File: src/verilog/aled_cfg.svh
// constants for the alarm indicator and alarm text display block
//
// Notes on behaviour
// - an indicator is dark when its alarm is inactive, steady when active and acknowledged, fast flashing when active and unacknowledged.
// - an alarm that came and went unacknowledged flashes slowly, and acknowledging it turns the indicator dark.
// - without the acknowledgment-required option no indicator ever flashes, only steady or dark.
// - an indicator shows anything only when its logic function is configured, else it stays dark.
// - the alarm text list holds one entry per configured logic function, four at most.
// - opening the alarm display with no function in use gives an error indication and the mode ends at once.
// - each alarm has an active and an inactive text, and the list presents the one matching the present state.
// - the first entry shown on opening is the alarm with the highest priority.
// - a short press of the info key opens the alarm text display and a further key press closes it; here only an info key short press closes it.
// - the alarm text display closes by itself after 30 s without any key press.
// - without the acknowledgment-required option, acknowledgment key actions change no indicator.
// - acknowledgment applies only to the alarm shown and needs the clear key held longer than 2 s.
// - with the reset-by-display option, acknowledging also withdraws the output action of that alarm.
`ifndef ALED_CFG_SVH
`define ALED_CFG_SVH

// ----------------------------------------
// timing
// ----------------------------------------
`define ALED_CLK_HZ 25000000
`define ALED_IDLE_S 30
`define ALED_HOLD_S 2
`define ALED_IDLE_CYC (`ALED_IDLE_S * `ALED_CLK_HZ)
`define ALED_HOLD_CYC (`ALED_HOLD_S * `ALED_CLK_HZ)
`define ALED_FAST_HALF 3125000
`define ALED_SLOW_HALF 12500000

// ----------------------------------------
// register offsets
// ----------------------------------------
`define ALED_OFS_CTRL 8'h00
`define ALED_OFS_STAT 8'h04
`define ALED_OFS_ISTS 8'h08
`define ALED_OFS_ICLR 8'h0c
`define ALED_OFS_IEN 8'h10

// ----------------------------------------
// fields and reset values
// ----------------------------------------
`define ALED_CTRL_ACKREQ 0
`define ALED_CTRL_RBD 1
`define ALED_CTRL_CFG_LO 4
`define ALED_CTRL_RST 8'hf1
`define ALED_IEN_RST 4'h0
`define ALED_EV_RISE 0
`define ALED_EV_ACK 1
`define ALED_EV_ERR 2
`define ALED_EV_TMO 3

`endif

File: src/verilog/aled_pkg.sv
// types shared by the alarm indicator block
package aled_pkg;
	typedef enum logic {
		DS_CLOSED,
		DS_OPEN
	} aled_disp_t;

	typedef enum logic [1:0] {
		KEY_INFO,
		KEY_NEXT,
		KEY_CLEAR
	} aled_key_t;

	typedef enum logic [1:0] {
		RSEL_CTRL,
		RSEL_STAT,
		RSEL_ISTS,
		RSEL_OTHER
	} aled_rsel_t;
endpackage

File: src/verilog/aled_key_if.sv
// key events passed from the key conditioner to the display logic
`timescale 1ns/10ps
interface aled_key_if #(parameter int N = 3);
	logic [N-1:0] press;
	logic [N-1:0] short_rel;
	logic [N-1:0] hold;

	modport src (output press, output short_rel, output hold);
	modport dst (input press, input short_rel, input hold);
endinterface

File: src/verilog/aled_flash.sv
// common flash phase generator for all indicators
`timescale 1ns/10ps
`include "aled_cfg.svh"
module aled_flash #(
	parameter int unsigned FAST_HALF = `ALED_FAST_HALF,
	parameter int unsigned SLOW_HALF = `ALED_SLOW_HALF
) (
	// clock and reset
	input logic clk,
	input logic resetn,
	// flash phases
	output logic fast_ff,
	output logic slow_ff
);
	logic [31:0] fcnt_ff, nxt_fcnt, scnt_ff, nxt_scnt;
	logic nxt_fast, nxt_slow;

	// one counter per rate; sharing them keeps every indicator in phase
	always_comb begin
		nxt_fcnt = fcnt_ff + 32'h1;
		nxt_fast = fast_ff;
		nxt_scnt = scnt_ff + 32'h1;
		nxt_slow = slow_ff;
		if (fcnt_ff >= FAST_HALF - 1) begin
			nxt_fcnt = 32'h0;
			nxt_fast = ~fast_ff;
		end
		if (scnt_ff >= SLOW_HALF - 1) begin
			nxt_scnt = 32'h0;
			nxt_slow = ~slow_ff;
		end
	end

	// phase registers
	always_ff @(posedge clk) begin
		if (!resetn) begin
			fcnt_ff <= 32'h0;
			scnt_ff <= 32'h0;
			fast_ff <= 1'b0;
			slow_ff <= 1'b0;
		end else begin
			fcnt_ff <= nxt_fcnt;
			scnt_ff <= nxt_scnt;
			fast_ff <= nxt_fast;
			slow_ff <= nxt_slow;
		end
	end
endmodule

File: src/verilog/aled_keys.sv
// key synchroniser, short press and long hold detector
`timescale 1ns/10ps
`include "aled_cfg.svh"
module aled_keys #(
	parameter int N = 3,
	parameter int unsigned HOLD_CYC = `ALED_HOLD_CYC
) (
	// clock and reset
	input logic clk,
	input logic resetn,
	// raw key pins, low while pressed
	input logic [N-1:0] keys_n,
	// events
	aled_key_if.src ev
);
	genvar g;
	generate
		for (g = 0; g < N; g = g + 1) begin : gk
			logic s1_ff, s2_ff, prev_ff, fired_ff;
			logic nxt_prev, nxt_fired;
			logic [31:0] cnt_ff, nxt_cnt;
			logic pr_ff, sr_ff, hd_ff, nxt_pr, nxt_sr, nxt_hd;

			// held count runs only while pressed; fired blocks repeats
			always_comb begin
				nxt_prev = s2_ff;
				nxt_cnt = s2_ff ? cnt_ff : 32'h0;
				nxt_fired = s2_ff ? fired_ff : 1'b0;
				nxt_pr = s2_ff & ~prev_ff;
				nxt_sr = ~s2_ff & prev_ff & ~fired_ff;
				nxt_hd = 1'b0;
				if (s2_ff && !fired_ff) begin
					nxt_cnt = cnt_ff + 32'h1;
					if (cnt_ff >= HOLD_CYC) begin
						nxt_hd = 1'b1;
						nxt_fired = 1'b1;
					end
				end
			end

			// two stage synchroniser then event registers
			always_ff @(posedge clk) begin
				if (!resetn) begin
					s1_ff <= 1'b0;
					s2_ff <= 1'b0;
					prev_ff <= 1'b0;
					fired_ff <= 1'b0;
					cnt_ff <= 32'h0;
					pr_ff <= 1'b0;
					sr_ff <= 1'b0;
					hd_ff <= 1'b0;
				end else begin
					s1_ff <= ~keys_n[g];
					s2_ff <= s1_ff;
					prev_ff <= nxt_prev;
					fired_ff <= nxt_fired;
					cnt_ff <= nxt_cnt;
					pr_ff <= nxt_pr;
					sr_ff <= nxt_sr;
					hd_ff <= nxt_hd;
				end
			end

			assign ev.press[g] = pr_ff;
			assign ev.short_rel[g] = sr_ff;
			assign ev.hold[g] = hd_ff;
		end
	endgenerate
endmodule

File: src/verilog/aled_top.sv
// alarm indicators, alarm text list and acknowledgment with axi4-lite access
//
// Our own choices: register access over AXI4-Lite and the placing of the registers.
`timescale 1ns/10ps
`include "aled_cfg.svh"
module aled_top
	import aled_pkg::*;
#(
	parameter int unsigned IDLE_CYC = `ALED_IDLE_CYC,
	parameter int unsigned HOLD_CYC = `ALED_HOLD_CYC,
	parameter int unsigned FAST_HALF = `ALED_FAST_HALF,
	parameter int unsigned SLOW_HALF = `ALED_SLOW_HALF
) (
	// clock and reset
	input logic clk,
	input logic resetn,
	// front panel keys, low while pressed: info, next, clear
	input logic key_info_n,
	input logic key_next_n,
	input logic key_clear_n,
	// alarm states from the logic module
	input logic [3:0] alarm_in,
	// indicators and text selection
	output logic [3:0] led_ff,
	output logic disp_open_ff,
	output logic [1:0] text_sel_ff,
	output logic text_active_ff,
	output logic disp_err_ff,
	output logic [3:0] alarm_reset_ff,
	// interrupt
	output logic irq_ff,
	// axi4-lite slave
	input logic [7:0] s_axi_awaddr,
	input logic s_axi_awvalid,
	output logic s_axi_awready,
	input logic [31:0] s_axi_wdata,
	input logic [3:0] s_axi_wstrb,
	input logic s_axi_wvalid,
	output logic s_axi_wready,
	output logic [1:0] s_axi_bresp,
	output logic s_axi_bvalid,
	input logic s_axi_bready,
	input logic [7:0] s_axi_araddr,
	input logic s_axi_arvalid,
	output logic s_axi_arready,
	output logic [31:0] s_axi_rdata,
	output logic [1:0] s_axi_rresp,
	output logic s_axi_rvalid,
	input logic s_axi_rready
);
	// ----------------------------------------
	// helpers
	// ----------------------------------------
	// register decode shared by read and write paths
	function automatic aled_rsel_t rsel(input logic [7:0] a);
		case (a)
			`ALED_OFS_CTRL: rsel = RSEL_CTRL;
			`ALED_OFS_STAT: rsel = RSEL_STAT;
			`ALED_OFS_ISTS: rsel = RSEL_ISTS;
			default: rsel = RSEL_OTHER;
		endcase
	endfunction

	function automatic logic mapped(input logic [7:0] a);
		mapped = (rsel(a) != RSEL_OTHER) || (a == `ALED_OFS_ICLR) ||
			(a == `ALED_OFS_IEN);
	endfunction

	// first set bit at or after start, wrapping; start if none is set
	function automatic logic [1:0] pick(input logic [3:0] m,
		input logic [1:0] start);
		logic [1:0] r;
		logic [1:0] k;
		r = start;
		for (int i = 3; i >= 0; i--) begin
			k = start + 2'(i);
			if (m[k]) begin
				r = k;
			end
		end
		pick = r;
	endfunction

	// ----------------------------------------
	// sub blocks
	// ----------------------------------------
	aled_key_if #(.N(3)) kev ();
	logic fast_ph, slow_ph;

	aled_keys #(.N(3), .HOLD_CYC(HOLD_CYC)) u_keys (
		.clk(clk),
		.resetn(resetn),
		.keys_n({key_clear_n, key_next_n, key_info_n}),
		.ev(kev)
	);

	aled_flash #(.FAST_HALF(FAST_HALF), .SLOW_HALF(SLOW_HALF)) u_flash (
		.clk(clk),
		.resetn(resetn),
		.fast_ff(fast_ph),
		.slow_ff(slow_ph)
	);

	// ----------------------------------------
	// configuration
	// ----------------------------------------
	logic [7:0] ctrl_ff;
	logic [3:0] ien_ff;
	logic ack_req, rbd;
	logic [3:0] cfg_mask;

	assign ack_req = ctrl_ff[`ALED_CTRL_ACKREQ];
	assign rbd = ctrl_ff[`ALED_CTRL_RBD];
	assign cfg_mask = ctrl_ff[`ALED_CTRL_CFG_LO +: 4];

	// ----------------------------------------
	// display state machine
	// ----------------------------------------
	aled_disp_t ds_ff, nxt_ds;
	logic [31:0] idle_ff, nxt_idle;
	logic [1:0] nxt_sel;
	logic nxt_err, ev_tmo, any_key;
	logic [3:0] act, ack_vec;

	assign act = alarm_in & cfg_mask;
	assign any_key = |kev.press;

	// opening, stepping, closing and idle timeout of the text list
	always_comb begin
		nxt_ds = ds_ff;
		nxt_sel = text_sel_ff;
		nxt_err = 1'b0;
		ev_tmo = 1'b0;
		ack_vec = 4'h0;
		nxt_idle = any_key ? 32'h0 : idle_ff + 32'h1;
		case (ds_ff)
			DS_CLOSED: begin
				nxt_idle = 32'h0;
				if (kev.short_rel[KEY_INFO]) begin
					if (cfg_mask == 4'h0) begin
						nxt_err = 1'b1;
					end else begin
						nxt_ds = DS_OPEN;
						// active alarms first, lowest index first
						nxt_sel = (act != 4'h0) ? pick(act, 2'h0) :
							pick(cfg_mask, 2'h0);
					end
				end
			end
			DS_OPEN: begin
				if (kev.short_rel[KEY_INFO]) begin
					nxt_ds = DS_CLOSED;
				end else if (kev.short_rel[KEY_NEXT]) begin
					// only configured functions form entries
					nxt_sel = pick(cfg_mask, text_sel_ff + 2'h1);
				end
				if (kev.hold[KEY_CLEAR] && ack_req) begin
					ack_vec[text_sel_ff] = 1'b1;
				end
				if (cfg_mask == 4'h0) begin
					nxt_ds = DS_CLOSED;
				end else if (!cfg_mask[text_sel_ff]) begin
					nxt_sel = pick(cfg_mask, text_sel_ff);
				end
				if (!any_key && idle_ff >= IDLE_CYC - 1) begin
					nxt_ds = DS_CLOSED;
					ev_tmo = 1'b1;
				end
			end
			default: begin
				nxt_ds = DS_CLOSED;
			end
		endcase
	end

	// display registers; text flag follows the selected alarm's state
	always_ff @(posedge clk) begin
		if (!resetn) begin
			ds_ff <= DS_CLOSED;
			idle_ff <= 32'h0;
			text_sel_ff <= 2'h0;
			disp_open_ff <= 1'b0;
			text_active_ff <= 1'b0;
			disp_err_ff <= 1'b0;
		end else begin
			ds_ff <= nxt_ds;
			idle_ff <= nxt_idle;
			text_sel_ff <= nxt_sel;
			disp_open_ff <= (nxt_ds == DS_OPEN);
			text_active_ff <= act[nxt_sel];
			disp_err_ff <= nxt_err;
		end
	end

	// ----------------------------------------
	// alarm latches and indicators
	// ----------------------------------------
	logic [3:0] prev_ff, unack_ff, nxt_unack, nxt_led, nxt_rst;

	// set on a new activation wins over an acknowledgment in the same cycle
	always_comb begin
		nxt_unack = (act & ~prev_ff) | (unack_ff & ~ack_vec);
		if (!ack_req) begin
			nxt_unack = 4'h0;
		end
		nxt_unack = nxt_unack & cfg_mask;
		nxt_rst = rbd ? ack_vec : 4'h0;
		for (int i = 0; i < 4; i++) begin
			if (!cfg_mask[i]) begin
				nxt_led[i] = 1'b0;
			end else if (!ack_req) begin
				nxt_led[i] = act[i];
			end else if (act[i]) begin
				nxt_led[i] = unack_ff[i] ? fast_ph : 1'b1;
			end else begin
				nxt_led[i] = unack_ff[i] & slow_ph;
			end
		end
	end

	// alarm registers
	always_ff @(posedge clk) begin
		if (!resetn) begin
			prev_ff <= 4'h0;
			unack_ff <= 4'h0;
			led_ff <= 4'h0;
			alarm_reset_ff <= 4'h0;
		end else begin
			prev_ff <= act;
			unack_ff <= nxt_unack;
			led_ff <= nxt_led;
			alarm_reset_ff <= nxt_rst;
		end
	end

	// ----------------------------------------
	// interrupt status
	// ----------------------------------------
	logic [3:0] ists_ff, nxt_ists, ev, iclr;

	assign ev = {ev_tmo, nxt_err, |ack_vec, |(act & ~prev_ff)};

	// sticky bits, a new event beats a clear in the same cycle
	always_comb begin
		nxt_ists = ev | (ists_ff & ~iclr);
	end

	// status and interrupt line
	always_ff @(posedge clk) begin
		if (!resetn) begin
			ists_ff <= 4'h0;
			irq_ff <= 1'b0;
		end else begin
			ists_ff <= nxt_ists;
			irq_ff <= |(nxt_ists & ien_ff);
		end
	end

	// ----------------------------------------
	// axi4-lite slave
	// ----------------------------------------
	logic aw_got_ff, w_got_ff, nxt_aw_got, nxt_w_got;
	logic [7:0] awa_ff, nxt_awa;
	logic [31:0] wd_ff, nxt_wd;
	logic wl_ff, nxt_wl;
	logic nxt_bvalid, nxt_rvalid, nxt_awready, nxt_wready, nxt_arready;
	logic [1:0] nxt_bresp, nxt_rresp;
	logic [31:0] nxt_rdata, rd_word;
	logic [7:0] nxt_ctrl;
	logic [3:0] nxt_ien;
	logic do_wr;

	// address and data are taken in either order; write when both held
	always_comb begin
		nxt_aw_got = aw_got_ff;
		nxt_w_got = w_got_ff;
		nxt_awa = awa_ff;
		nxt_wd = wd_ff;
		nxt_wl = wl_ff;
		nxt_bvalid = s_axi_bvalid;
		nxt_bresp = s_axi_bresp;
		nxt_ctrl = ctrl_ff;
		nxt_ien = ien_ff;
		iclr = 4'h0;
		do_wr = 1'b0;
		if (s_axi_awvalid && s_axi_awready) begin
			nxt_aw_got = 1'b1;
			nxt_awa = s_axi_awaddr;
		end
		if (s_axi_wvalid && s_axi_wready) begin
			nxt_w_got = 1'b1;
			nxt_wd = s_axi_wdata;
			nxt_wl = s_axi_wstrb[0];
		end
		if (s_axi_bvalid && s_axi_bready) begin
			nxt_bvalid = 1'b0;
		end
		if (aw_got_ff && w_got_ff && !s_axi_bvalid) begin
			do_wr = 1'b1;
			nxt_aw_got = 1'b0;
			nxt_w_got = 1'b0;
			nxt_bvalid = 1'b1;
			nxt_bresp = mapped(awa_ff) ? 2'h0 : 2'h3;
		end
		// only byte lane 0 carries writable fields
		if (do_wr && wl_ff) begin
			if (rsel(awa_ff) == RSEL_CTRL) begin
				nxt_ctrl = wd_ff[7:0];
			end
			if (awa_ff == `ALED_OFS_ICLR) begin
				iclr = wd_ff[3:0];
			end
			if (awa_ff == `ALED_OFS_IEN) begin
				nxt_ien = wd_ff[3:0];
			end
		end
		nxt_awready = !nxt_aw_got && !nxt_bvalid;
		nxt_wready = !nxt_w_got && !nxt_bvalid;
	end

	// read word for a decoded address; clear register reads zero
	always_comb begin
		case (rsel(s_axi_araddr))
			RSEL_CTRL: rd_word = {24'h0, ctrl_ff};
			RSEL_STAT: rd_word = {20'h0, text_active_ff, text_sel_ff,
				disp_open_ff, unack_ff, led_ff};
			RSEL_ISTS: rd_word = {28'h0, ists_ff};
			default: rd_word = (s_axi_araddr == `ALED_OFS_IEN) ?
				{28'h0, ien_ff} : 32'h0;
		endcase
		nxt_rvalid = s_axi_rvalid;
		nxt_rdata = s_axi_rdata;
		nxt_rresp = s_axi_rresp;
		if (s_axi_rvalid && s_axi_rready) begin
			nxt_rvalid = 1'b0;
		end
		if (s_axi_arvalid && s_axi_arready) begin
			nxt_rvalid = 1'b1;
			nxt_rdata = rd_word;
			nxt_rresp = mapped(s_axi_araddr) ? 2'h0 : 2'h3;
		end
		nxt_arready = !nxt_rvalid;
	end

	// bus registers
	always_ff @(posedge clk) begin
		if (!resetn) begin
			aw_got_ff <= 1'b0;
			w_got_ff <= 1'b0;
			awa_ff <= 8'h0;
			wd_ff <= 32'h0;
			wl_ff <= 1'b0;
			s_axi_awready <= 1'b0;
			s_axi_wready <= 1'b0;
			s_axi_bvalid <= 1'b0;
			s_axi_bresp <= 2'h0;
			s_axi_arready <= 1'b0;
			s_axi_rvalid <= 1'b0;
			s_axi_rdata <= 32'h0;
			s_axi_rresp <= 2'h0;
			ctrl_ff <= `ALED_CTRL_RST;
			ien_ff <= `ALED_IEN_RST;
		end else begin
			aw_got_ff <= nxt_aw_got;
			w_got_ff <= nxt_w_got;
			awa_ff <= nxt_awa;
			wd_ff <= nxt_wd;
			wl_ff <= nxt_wl;
			s_axi_awready <= nxt_awready;
			s_axi_wready <= nxt_wready;
			s_axi_bvalid <= nxt_bvalid;
			s_axi_bresp <= nxt_bresp;
			s_axi_arready <= nxt_arready;
			s_axi_rvalid <= nxt_rvalid;
			s_axi_rdata <= nxt_rdata;
			s_axi_rresp <= nxt_rresp;
			ctrl_ff <= nxt_ctrl;
			ien_ff <= nxt_ien;
		end
	end
endmodule
File: config.mk
export PLATFORM = sky130hd
export DESIGN_NAME = aled_top
export DESIGN_NICKNAME = d
export VERILOG_FILES = /design/src/verilog/aled_pkg.sv /design/src/verilog/aled_key_if.sv /design/src/verilog/aled_flash.sv /design/src/verilog/aled_keys.sv /design/src/verilog/aled_top.sv
export VERILOG_INCLUDE_DIRS = /design/src /design/src/verilog
export SDC_FILE = /design/constraint.sdc
export NUM_CORES = 1
export LEC_CHECK = 0
export BUFFER_PORTS_ARGS = -buffer_cell sky130_fd_sc_hd__buf_2
export CORE_AREA = 2 2 166 168
export DETAILED_ROUTE_END_ITERATION = 8
export DIE_AREA = 0 0 168 170
export GPL_ROUTABILITY_DRIVEN = 0
export MAX_ROUTING_LAYER = met4
export REMOVE_ABC_BUFFERS = 1
export SETUP_SLACK_MARGIN = 0.02
export SYNTH_ARGS = -nofsm -noshare
export SYNTH_HDL_FRONTEND = slang
export SYNTH_SLANG_ARGS = --single-unit
File: constraint.sdc
create_clock -name clk -period 3.8 [get_ports clk]
set_input_delay 0.57 -clock clk [delete_from_list [all_inputs] [get_ports clk]]
set_output_delay 0.57 -clock clk [all_outputs]
set_load 0.02 [all_outputs]
==> flow_summary.toml <==
[critical_path]
slowest_stage = "ha_1"
reg2reg_slack_ns = 1.10
required_ns = 4.21
start_kind = "flop"
cp_slowest_stage_delay_ns = 0.59
path_cells = "inv_1 -> ha_1 -> nor2b_1 -> o21ai_0 -> a22oi_1 -> a21oi_1 -> o311ai_1 -> nor2_1 -> a311oi_1 -> a211oi_1"
crit_type = "flop to flop"
cp-end-kind = "flop"
worstPathArrival_ns = 3.11
crit_path_max_fanout = 17

[floorplan]
fp.coreArea_um2 = 26700
start_util_pct = 45.9
fp.dieH_um = 170
die_area_um2 = 28600
io_pins = 121
fp-row-count = 60
die_w_um = 168

[finish]
final_common_cell = "dfxtp_1"
layout_common_cells = "dfxtp_1 (288), nor2_1 (242), nand2_1 (161)"
synthToLayoutAreaGrowth_pct = 13.2
final_nets = 1560
final_area_um2 = 13800
n_antenna_cell = 0
layout-drive-gt1-share_pct = 10.4

[timing]
min_period_ns = 2.70
worst_hold_slack_ns = 0.172
skew_ns = 0.00873
hold_viol = 0
fin_tns_setup_ns = 0
rsz0062_at_grt = "no"
fmax_mhz = 371
slew_headroom_pct = 31.8
final-setup-viol-count = 0
fin_ws_ns = 1.10
worst_pin_slew_ns = 1.02
final.period_utilization_pct = 70.9
slew_viol_final = 0

[cts]
htree_levels = 1
cts_buffers = 30
cts_post_setup_buffers_inserted = 0
cts_hold_buf = 0
clock-sinks = 288
path_clk_slew_ns = 0.06
cts_tree = "built"
ctsLongestPathBuffers = 3
cts-root-buf = "clkbuf_16"
ctsResizeCount = 0
clk_latency_ns = 0.55

[logic_synthesis]
synth_ff_type = "dfxtp_1"
synth_area_um2 = 12200
synth_top_area_share_pct = 47.2
synth_area_leaders = "dfxtp_1 (47%), xor2_1 (8.4%), nor2_1 (7.4%), nand2_1 (4.9%), nand3_1 (2.8%)"
yosys.area.top_type = "dfxtp_1"
synth_warnings = 0
ys_ff_latch = 288
synth.distinct_cells = 68
synth_seq_area_share_pct = 47.2
async_reset_ff_share_pct = 0
synth_edf_count = 0
synthCells = 1407
synth_area_per_cell_um2 = 8.69

[global_route]
antenna_found_initial = 0
grt_pass1_wl_um = 40900
grt_max_degree = 36
grt_pass1_vias = 8630
track_usage_pct = 17.2
overflow = 0

[job]
timing.max_cap.violations = 0

[power_and_ir_drop]
power_density_nw_per_um2 = 451
p_leak_nw = 5.08
power.total_mw = 6.24
peakVddDrop_mv = 0.312

[hold_path]
hold_class = "primary input to flop"

[routing]
routed_via_density = 5.06
remaining_drc_errors = 0
ant_nets = 0
firstDrtPassIters = 6
via_count = 9343
totalWireLength_um = 24300
wire_per_inst_um = 13.1
drtIter0Drc = 495

[status]
outcome = "completed"

[placed_design]
place_area_um2 = 12800
dp.final_hpwl_um = 16300
io_buffers = 73
place_ws_ns = 1.10
-- metrics by stage --
| step | instances | util [%] |
|---|---|---|
| 2_1_floorplan | 1369 | - |
| 4_1_cts | 1846 | 51.9 |
| 3_3_place_gp | 1790 | 48.1 |
| 3_5_place_dp | 1790 | 48.1 |
| 6_report | 1846 | 51.9 |
| 5_1_grt | 1846 | 51.9 |
-- cell families after synthesis --
| kind of cell | after synthesis | share of synthesized area (%) |
|---|---|---|
| XOR/XNOR | 154 | 11.0 |
| AND/OR/NAND/NOR | 677 | 26.5 |
| other | 1 | 0.0307 |
| flip-flops | 288 | 47.2 |
| adder cells (fa/ha/maj) | 13 | 1.33 |
| multiplexers | 27 | 2.38 |
| buffers and inverters | 99 | 3.91 |
| AO/OA/AOI/OAI | 148 | 7.64 |
-- layer usage --
| layer | share of wire [%] | global-route usage, % | vias up | routed length (um) |
|---|---|---|---|---|
| li1 | - | - | 4876 | - |
| met1 | 49 | 22.6 | 4281 | 11900 |
| met2 | 45 | 28.0 | 151 | 10800 |
| met3 | 4.3 | 2.47 | 35 | 1040 |
| met4 | 1.9 | 4.57 | 0 | 459 |
| met5 | 0 | - | - | 0 |
-- where the power goes --
part	internal (mW)	switching, mW	total, mW
registers	3.06	0.0299	3.09
logic	0.0682	0.134	0.202
clock network	1.71	1.23	2.95
total	4.84	1.40	6.24
-- registers in the layout, indices dropped and copies added (netlist names), 4 cells and up --
| register | cells |
|---|---|
| u_keys.gk.cnt_ff | 96 |
| idle_ff | 32 |
| u_flash.fcnt_ff | 32 |
| u_flash.scnt_ff | 32 |
| s_axi_rdata | 12 |
| awa_ff | 8 |
| ctrl_ff | 8 |
| wd_ff | 8 |
| alarm_reset_ff | 4 |
| ien_ff | 4 |
| ists_ff | 4 |
| led_ff | 4 |
| prev_ff | 4 |
| unack_ff | 4 |
-- critical path: cells and delay by family (launching register included) --
kind                     cells  cell delay, ns
AO/OA/AOI/OAI                6            1.29
adder cells (fa/ha/maj)      1            0.59
buffers and inverters        1            0.08
flip-flops                   1            0.33
AND/OR/NAND/NOR              2            0.26
-- cell usage after synthesis, types with 3 or more instances --
library cell	instances
nor3b_1	4
nand2b_1	7
a221oi_1	3
nand3_1	68
a32oi_1	4
and4_1	12
a31oi_1	11
o211ai_1	4
a21o_1	4
xnor2_1	37
dfxtp_1	288
and3_1	35
inv_1	24
a22oi_1	7
or3_1	18
and2_1	17
or4_1	5
o21ai_0	29
o22ai_1	3
nor2_1	242
a311oi_1	4
nor2b_1	15
nor3_1	27
nand2_1	161
mux2i_1	20
ha_1	13
mux2_2	6
buf_4	25
xor2_1	117
a21oi_1	53
clkbuf_1	40
a211oi_1	3
nor4_1	13
o21a_1	3
buf_2	10
nand4_1	37
-- area by class of cell --
type | instances | area [um^2]
Tap cell | 341 | 427
Multi-Input combinational cell | 1057 | 6120
Inverter | 24 | 90.1
Fill cell | 2522 | 12800
Clock inverter | 21 | 193
Clock buffer | 35 | 831
Timing Repair Buffer | 80 | 418
Sequential cell | 288 | 5770
-- final timing paths --
| path | startpoint | end | depth (start not counted) |
|---|---|---|---|
| worst max register to register | text_sel_ff[1] | text_active_ff | 10 |
| worst min-delay path | key_clear_n | u_keys.gk[2].s1_ff | 2 |
| worst min register to register | u_keys.gk[2].prev_ff | u_keys.gk[2].pr_ff | 1 |
| worst max-delay path | text_sel_ff[1] | text_active_ff | 10 |
Note: power is estimated with default switching activity, not from simulation.
